<file path="config.mk">
export PLATFORM = sky130hd
export DESIGN_NAME = pfmux_pad_ctrl
export DESIGN_NICKNAME = d
export VERILOG_FILES = /design/src/hdl/pfmux_pkg.sv /design/src/hdl/pfmux_pad_ctrl.sv
export SDC_FILE = /design/constraint.sdc
export NUM_CORES = 1
export LEC_CHECK = 0
export BUFFER_PORTS_ARGS = -buffer_cell sky130_fd_sc_hd__buf_2
export CAP_MARGIN = 20
export CORE_MARGIN = 3
export CORE_UTILIZATION = 35
export DETAILED_ROUTE_END_ITERATION = 10
export REMOVE_ABC_BUFFERS = 1
export SLEW_MARGIN = 20
export SYNTH_ARGS = -nofsm -noshare
export SYNTH_HDL_FRONTEND = slang
export SYNTH_SLANG_ARGS = --single-unit
</file>
<file path="constraint.sdc">
create_clock -name core_clk -period 11.4 [get_ports core_clk]
set_input_delay 0.57 -clock core_clk [delete_from_list [all_inputs] [get_ports core_clk]]
set_output_delay 0.57 -clock core_clk [all_outputs]
set_load 0.02 [all_outputs]
</file>
<file path="src/hdl/pfmux_pkg.sv">
// Purpose: Shared constants and types for the pad function mux block
// Assumes: 32-bit register words on a plain strobe port
// Notes:   Register offsets are byte addresses, one aligned word each
package pfmux_pkg;

    // Register port geometry
    localparam int ADDR_W = 8;
    localparam int DATA_W = 32;
    localparam int SEL_W  = 3;

    // Register offsets
    localparam logic [7:0] OFS_SEL_B  = 8'h00;
    localparam logic [7:0] OFS_SEL_C  = 8'h04;
    localparam logic [7:0] OFS_SEL_D  = 8'h08;
    localparam logic [7:0] OFS_PULL_0 = 8'h0c;
    localparam logic [7:0] OFS_PULL_1 = 8'h10;

    // Select field positions (lsb of each three-bit field)
    localparam int B_CLKREQ_LSB = 18;
    localparam int B_SYNC_LSB   = 12;
    localparam int B_DOUT_LSB   = 9;
    localparam int B_DIN_LSB    = 6;
    localparam int B_CLK_LSB    = 3;
    localparam int C_TX_LSB     = 27;
    localparam int C_RTS_LSB    = 24;
    localparam int C_CTS_LSB    = 21;
    localparam int C_RX_LSB     = 18;
    localparam int C_BDOUT_LSB  = 15;
    localparam int C_BFSR_LSB   = 12;
    localparam int C_BCLKR_LSB  = 6;
    localparam int C_BDIN_LSB   = 0;
    localparam int D_DAT3_LSB   = 12;
    localparam int D_NCS2_LSB   = 6;

    // Pulldown bit positions
    localparam int P0_CAM_HS  = 28;
    localparam int P0_CAM_D2  = 24;
    localparam int P0_CAM_D3  = 23;
    localparam int P0_CAM_D5  = 21;
    localparam int P0_BSP1_DI = 16;
    localparam int P1_BSP3_CK = 29;
    localparam int P1_BOOT    = 27;
    localparam int P1_EMU1    = 26;
    localparam int P1_EMU0    = 25;
    localparam int P1_UW_SDI  = 18;
    localparam int P1_IO2     = 14;
    localparam int P1_IO4     = 13;

    // Implemented bits, compatibility-forced bits and forced values
    localparam logic [31:0] MASK_B     = 32'h001c7ff8;
    localparam logic [31:0] MASK_C     = 32'h3ffff1c7;
    localparam logic [31:0] MASK_D     = 32'h000071c0;
    localparam logic [31:0] MASK_P0    = 32'h11a10000;
    localparam logic [31:0] MASK_P1    = 32'h2e046000;
    localparam logic [31:0] CMP_MASK_D = 32'h00000000;
    localparam logic [31:0] FORCE_SEL  = 32'h00000000;
    localparam logic [31:0] FORCE_P0   = 32'h11a10000;
    localparam logic [31:0] FORCE_P1   = 32'h26040000;
    localparam logic [31:0] WORD_RST   = 32'h00000000;

    // Per-pad function selections
    typedef struct packed {
        logic [2:0] uartTwoClockRequestSel;
        logic [2:0] serialIfTwoSyncSel;
        logic [2:0] serialIfTwoDataoutSel;
        logic [2:0] serialIfTwoDatainSel;
        logic [2:0] serialIfTwoClockSel;
        logic [2:0] uartTwoTransmitSel;
        logic [2:0] uartTwoRequestSendSel;
        logic [2:0] uartTwoClearSendSel;
        logic [2:0] uartTwoReceiveSel;
        logic [2:0] bspTwoDataoutSel;
        logic [2:0] bspTwoRxFrameSel;
        logic [2:0] bspTwoRxClockSel;
        logic [2:0] bspTwoDatainSel;
        logic [2:0] cardDataThreeSel;
        logic [2:0] flashChipSelectTwoSel;
    } pfmux_sel_t;

    // Per-pad pulldown, one bit each
    typedef struct packed {
        logic cameraHsyncPullLow;
        logic cameraData2PullLow;
        logic cameraData3PullLow;
        logic cameraData5PullLow;
        logic bspOneDatainPullLow;
        logic bspThreeClockPullLow;
        logic bootSelectPullLow;
        logic emulationOnePullLow;
        logic emulationZeroPullLow;
        logic microwireDatainPullLow;
        logic cpuIoTwoPullLow;
        logic cpuIoFourPullLow;
    } pfmux_pull_t;

    // Boot and both cpu io pads engaged at reset
    localparam pfmux_pull_t PULL_ON_RST = 12'h023;
    localparam pfmux_sel_t  SEL_RST     = '0;

endpackage

</file>
<file path="src/hdl/pfmux_pad_ctrl.sv">
// Behaviour
// RQ1: Select fields are three bits, zero at reset and, except register D, in compatibility mode.
// RQ2: Register B holds clock request and serial interface two selects.
// RQ3: Register C holds second UART transmit, rts, cts, receive selects.
// RQ4: Register C holds second serial port data, sync, clock selects.
// RQ5: Register D card data3 and flash cs2 selects zeroed only by reset.
// RQ6: Software writes zero to every reserved bit.
// RQ7: Pulldown bit zero engages pulldown, one releases it.
// RQ8: Pulldowns default off in compatibility mode unless an exception.
// RQ9: Register pulldown bits act only in native mode.
// RQ10: Boot, cpu io two and four pulldowns forced on in compatibility.
// RQ11: Pulldown word 0 holds camera and first serial port bits.
// RQ12: Pulldown word 1 holds serial clock, emulation, microwire bits.
// RQ13: A pad with no pulldown in its function ignores its bit.
// RQ14: Fields read back last write, or forced value while forced.
//
// Purpose: Pad function select and pulldown control registers
// Assumes: Register port strobes are one cycle, never both at once
// Notes:   Pad outputs lag register state by one clock
`timescale 1ns/10ps
module pfmux_pad_ctrl (
    // Clock and reset
    input  wire logic                       core_clk,
    input  wire logic                       rst,
    // Register port
    input  wire logic [pfmux_pkg::ADDR_W-1:0] regAddr,
    input  wire logic [pfmux_pkg::DATA_W-1:0] regWdata,
    input  wire logic                       regWr,
    input  wire logic                       regRd,
    output logic      [pfmux_pkg::DATA_W-1:0] regRdata,
    // Mode and pad capability
    input  wire logic                       compatMode,
    input  wire pfmux_pkg::pfmux_pull_t     pullAvail,
    // Pad controls
    output pfmux_pkg::pfmux_sel_t           padSel,
    output pfmux_pkg::pfmux_pull_t          pullOn
);
    import pfmux_pkg::*;

    // Stored words, reserved bits never kept
    logic [31:0] selB_r;
    logic [31:0] selC_r;
    logic [31:0] selD_r;
    logic [31:0] pull0_r;
    logic [31:0] pull1_r;
    logic [31:0] regRdata_r;
    logic [31:0] regRdata_nxt;
    pfmux_sel_t  padSel_r;
    pfmux_sel_t  padSel_nxt;
    pfmux_pull_t pullOn_r;
    pfmux_pull_t pullOn_nxt;

    // Word as seen by pads and reads, with forced bits applied
    function automatic logic [31:0] eff_word(
        input logic [31:0] stored,
        input logic [31:0] cmpMask,
        input logic [31:0] forceVal,
        input logic        cmp
    );
        eff_word = cmp ? ((stored & ~cmpMask) | (forceVal & cmpMask))
                       : stored;
    endfunction

    // Three-bit field extraction
    function automatic logic [2:0] fld(
        input logic [31:0] w,
        input int          lsb
    );
        fld = w[lsb +: SEL_W];
    endfunction

    // Address decode
    wire hitB  = (regAddr == OFS_SEL_B);
    wire hitC  = (regAddr == OFS_SEL_C);
    wire hitD  = (regAddr == OFS_SEL_D);
    wire hitP0 = (regAddr == OFS_PULL_0);
    wire hitP1 = (regAddr == OFS_PULL_1);

    // Effective words; register D is not held by compatibility mode
    wire [31:0] effB  = eff_word(selB_r, MASK_B, FORCE_SEL,
                                 compatMode); // RQ1
    wire [31:0] effC  = eff_word(selC_r, MASK_C, FORCE_SEL,
                                 compatMode); // RQ1
    wire [31:0] effD  = eff_word(selD_r, CMP_MASK_D, FORCE_SEL,
                                 compatMode); // RQ5
    wire [31:0] effP0 = eff_word(pull0_r, MASK_P0, FORCE_P0,
                                 compatMode); // RQ8
    wire [31:0] effP1 = eff_word(pull1_r, MASK_P1, FORCE_P1,
                                 compatMode); // RQ10

    // Read mux; unmapped addresses return zero
    wire [31:0] rdSel = hitB  ? effB  :
                        hitC  ? effC  :
                        hitD  ? effD  :
                        hitP0 ? effP0 :
                        hitP1 ? effP1 : 32'h00000000; // RQ14
    assign regRdata_nxt = regRd ? rdSel : 32'h00000000;

    // Select fields laid out per register
    assign padSel_nxt = '{
        uartTwoClockRequestSel: fld(effB, B_CLKREQ_LSB), // RQ2
        serialIfTwoSyncSel:     fld(effB, B_SYNC_LSB),
        serialIfTwoDataoutSel:  fld(effB, B_DOUT_LSB),
        serialIfTwoDatainSel:   fld(effB, B_DIN_LSB),
        serialIfTwoClockSel:    fld(effB, B_CLK_LSB),
        uartTwoTransmitSel:     fld(effC, C_TX_LSB), // RQ3
        uartTwoRequestSendSel:  fld(effC, C_RTS_LSB),
        uartTwoClearSendSel:    fld(effC, C_CTS_LSB),
        uartTwoReceiveSel:      fld(effC, C_RX_LSB),
        bspTwoDataoutSel:       fld(effC, C_BDOUT_LSB), // RQ4
        bspTwoRxFrameSel:       fld(effC, C_BFSR_LSB),
        bspTwoRxClockSel:       fld(effC, C_BCLKR_LSB),
        bspTwoDatainSel:        fld(effC, C_BDIN_LSB),
        cardDataThreeSel:       fld(effD, D_DAT3_LSB), // RQ5
        flashChipSelectTwoSel:  fld(effD, D_NCS2_LSB)
    };

    // Zero bit engages; pads lacking a pulldown stay released
    wire pfmux_pull_t pullWant = '{
        cameraHsyncPullLow:     ~effP0[P0_CAM_HS], // RQ11
        cameraData2PullLow:     ~effP0[P0_CAM_D2],
        cameraData3PullLow:     ~effP0[P0_CAM_D3],
        cameraData5PullLow:     ~effP0[P0_CAM_D5],
        bspOneDatainPullLow:    ~effP0[P0_BSP1_DI],
        bspThreeClockPullLow:   ~effP1[P1_BSP3_CK], // RQ12
        bootSelectPullLow:      ~effP1[P1_BOOT],
        emulationOnePullLow:    ~effP1[P1_EMU1],
        emulationZeroPullLow:   ~effP1[P1_EMU0],
        microwireDatainPullLow: ~effP1[P1_UW_SDI],
        cpuIoTwoPullLow:        ~effP1[P1_IO2],
        cpuIoFourPullLow:       ~effP1[P1_IO4]
    }; // RQ7 RQ9
    assign pullOn_nxt = pfmux_pull_t'(pullWant & pullAvail); // RQ13

    // Register writes; reserved bits dropped so they read zero
    always_ff @(posedge core_clk or posedge rst) begin
        if (rst) begin
            selB_r  <= WORD_RST; // RQ1
            selC_r  <= WORD_RST;
            selD_r  <= WORD_RST;
            pull0_r <= WORD_RST;
            pull1_r <= WORD_RST;
        end else if (regWr) begin
            if (hitB)  selB_r  <= regWdata & MASK_B; // RQ6
            if (hitC)  selC_r  <= regWdata & MASK_C;
            if (hitD)  selD_r  <= regWdata & MASK_D;
            if (hitP0) pull0_r <= regWdata & MASK_P0;
            if (hitP1) pull1_r <= regWdata & MASK_P1;
        end
    end

    // Output flops keep pad controls glitch free
    always_ff @(posedge core_clk or posedge rst) begin
        if (rst) begin
            padSel_r   <= SEL_RST;
            pullOn_r   <= PULL_ON_RST; // RQ10
            regRdata_r <= 32'h00000000;
        end else begin
            padSel_r   <= padSel_nxt;
            pullOn_r   <= pullOn_nxt;
            regRdata_r <= regRdata_nxt;
        end
    end

    assign padSel   = padSel_r;
    assign pullOn   = pullOn_r;
    assign regRdata = regRdata_r;
endmodule

</file>
==> results.yml <==
outcome:
  status: "finished, final reports clean"
timing:
  final.period_utilization_pct: 20.36
  grt_setup_unrepaired: "false"
  worst_slew_pin_slew_ps: 829.8
  setup_tns_ps: 0
  min_period_ps: 2321
  max_clock_freq_mhz: 430.9
  slew_violations: 0
  finalHoldViolCount: 0
  hold-worst-slack_ps: 219.3
  setup_viol: 0
  finClkSkew_ps: 6.289
  slew-limit-headroom_pct: 44.61
yosys:
  synth_seq_cells: 144
  ys.flop_type: "dfrtp_1"
  syn_area_per_cell_sq_um: 14.61
  synthCells: 366
  synthArstFlopShare_pct: 100.0
  synthDistinctLibCells: 39
  synth_seq_area_share_pct: 67.47
  yosysWarnings: 0
  synth_area_sq_um: 5346
  synth-edff-count: 0
worst_setup_path:
  arrival_ps: 2610
  crit_path_end_kind: "flip-flop"
  critPathKind: "in -> reg"
  critical_path.max_fanout: 24
  crit_start: "regAddr[2]"
  required_ps: 11690
  reg2reg_slack_ps: 10250
  r2r-start: "selC_r[8]$_DFFE_PP0P_"
  cp-start-kind: "primary input"
route:
  wl_met3_um: 765
  routed_wirelength_mm: 12.12
  top_layer: "met4"
  antenna_left: 0
  num_vias: 3305
  wl_met1_mm: 5.391
  firstDrtPassIters: 4
  met2_wirelength_mm: 5.785
  post_drt_wl_per_cell_um: 17.14
  drt-initial-drc-count: 112
  viasPerCell: 4.675
  route.detailed.drc: 0
placed_design:
  io_buffers: 141
  dp_hpwl_mm: 8.077
  gp_congestion: 0.7316
floorplanning:
  dieHeight_um: 129.6
  dieArea_sq_um: 16790
  num_io_pins: 146
  die_w_um: 129.6
  start_util_pct: 36.24
  rows: 44
  core_sq_um: 14750
global_routing:
  grt-ovfl-total: 0
  antenna_found_initial: 0
  grt_max_degree: 84
  grt_pass1_vias: 3415
  grt_usage_pct: 14.98
  grt_first_pass_wirelength_mm: 18.72
power:
  peakVddDrop_mv: 0.08909
  power.density_nw_per_um2: 181.8
  leakagePower_nw: 3.685
clock_network:
  htreeDepth: 4
  cts_setup_buffers: 0
  worst_skew_pair.late_latency_ps: 410
  clk_pin_slew_ps: 50
  cts_buffer_depth: 2
  cts_buffers: 17
  cts_resized: 0
  cts_root_buffer: "clkbuf_16"
  clock_sinks: 144
  cts_tree: "built"
  hold_buffers: 0
finish:
  nets: 567
  antennaDiodeCount: 0
  multi_input_area_sq_um: 1599
  nFillCells: 1363
  layout-drive-gt1-share_pct: 46.46
  layout_common_cells: "dfrtp_1, buf_2, mux2_2"
  area_growth_pct: 28.53
  seqCellArea_sq_um: 3607
min_path:
  worstHoldPathType: "in -> async"
flow_run:
  maxCapViolCount: 0
## stage by stage
step / setup WS [ps] / cells / util [%] / cell area (sq um) / power (mW)
after floorplan: 6969 / 348 / - / 5218 / 0.5800
after global placement: 8557 / 675 / 41.84 / 6173 / 0.6122
after detailed placement: 8557 / 675 / 41.84 / 6173 / 0.6148
after CTS: 8984 / 707 / 46.55 / 6868 / 1.267
after global routing: 8832 / 707 / 46.57 / 6872 / 1.297
final: 9080 / 707 / 46.57 / 6872 / 1.249
## synth_stat cells, types with 2 or more instances
library cell  instances  share of area [%]
a21oi_1               9               0.84
nor3_1                2               0.19
nor3b_1               9                1.3
nor2b_1              44                5.1
a2111oi_0             2               0.33
mux2_2               47                9.9
a32oi_1               3               0.49
nand3_1               3               0.28
buf_4                 5               0.70
nand2_1               9               0.63
and2_1                7               0.82
mux2_4               10                2.8
mux2i_1               4               0.75
o21ai_0              11                1.0
inv_1                 2               0.14
and3_1                7               0.82
nor2_1               10               0.70
buf_6                 4               0.84
nand4_1               5               0.59
clkbuf_1              8               0.56
a22o_1                4               0.66
dfrtp_1             141                 66
o22ai_1               2               0.23
dfstp_2               3                1.5
## cell type report
class                   instances  area share (%)
inverters                       3          0.2367
well taps                     184           3.350
clock inverters                11           3.405
flip-flops and latches        144           52.49
repair buffers                143           10.54
multi-input cells             201           23.27
clock buffers                  21           6.701
## metal layers
metal | vias up | track usage [%]
met3 | 19 | 4.740
met2 | 106 | 22.90
li1 | 1549 | -
met1 | 1631 | 20.14
met4 | 0 | 5.501
met5 | - | 0
## power breakdown
group	internal [mW]	switching (mW)
clock	0.443	0.202
sequential	0.528	0.00820
combinational	0.0261	0.0412
## critical path: stages
cell     delay, ps
buf_2          420
inv_2          160
nor2_4         210
nand3_2        680
mux2_2         540
## kinds of logic after synthesis
kind of cell / share of synthesized area, %
compound gates: 3.721
buf+inv: 2.691
flops: 67.47
mux: 13.46
other cells: 0.07014
simple gates: 12.59
## flip-flops by register name (all words and copies together), names as in the netlist
name,count
regRdata,30
selC_r,24
effD,6
selB_r,15
pull1_r,7
pull0_r,5
padSel,45
pullOn,12
## worst paths after layout
kind | to | cells after the start
worst min register to register | padSel[0]$_DFF_PP0_ | 0
worst max register to register | regRdata[8]$_DFF_PP0_ | 3
min in group core_clk | pullOn[0]$_DFF_PP1_ | 2
max in group asynchronous | selC_r[12]$_DFFE_PP0P_ | 3
worst max-delay path | selC_r[17]$_DFFE_PP0P_ | 5
worst min-delay path | padSel[8]$_DFF_PP0_ | 2
No activity file was read; power rests on OpenSTA's default activity.
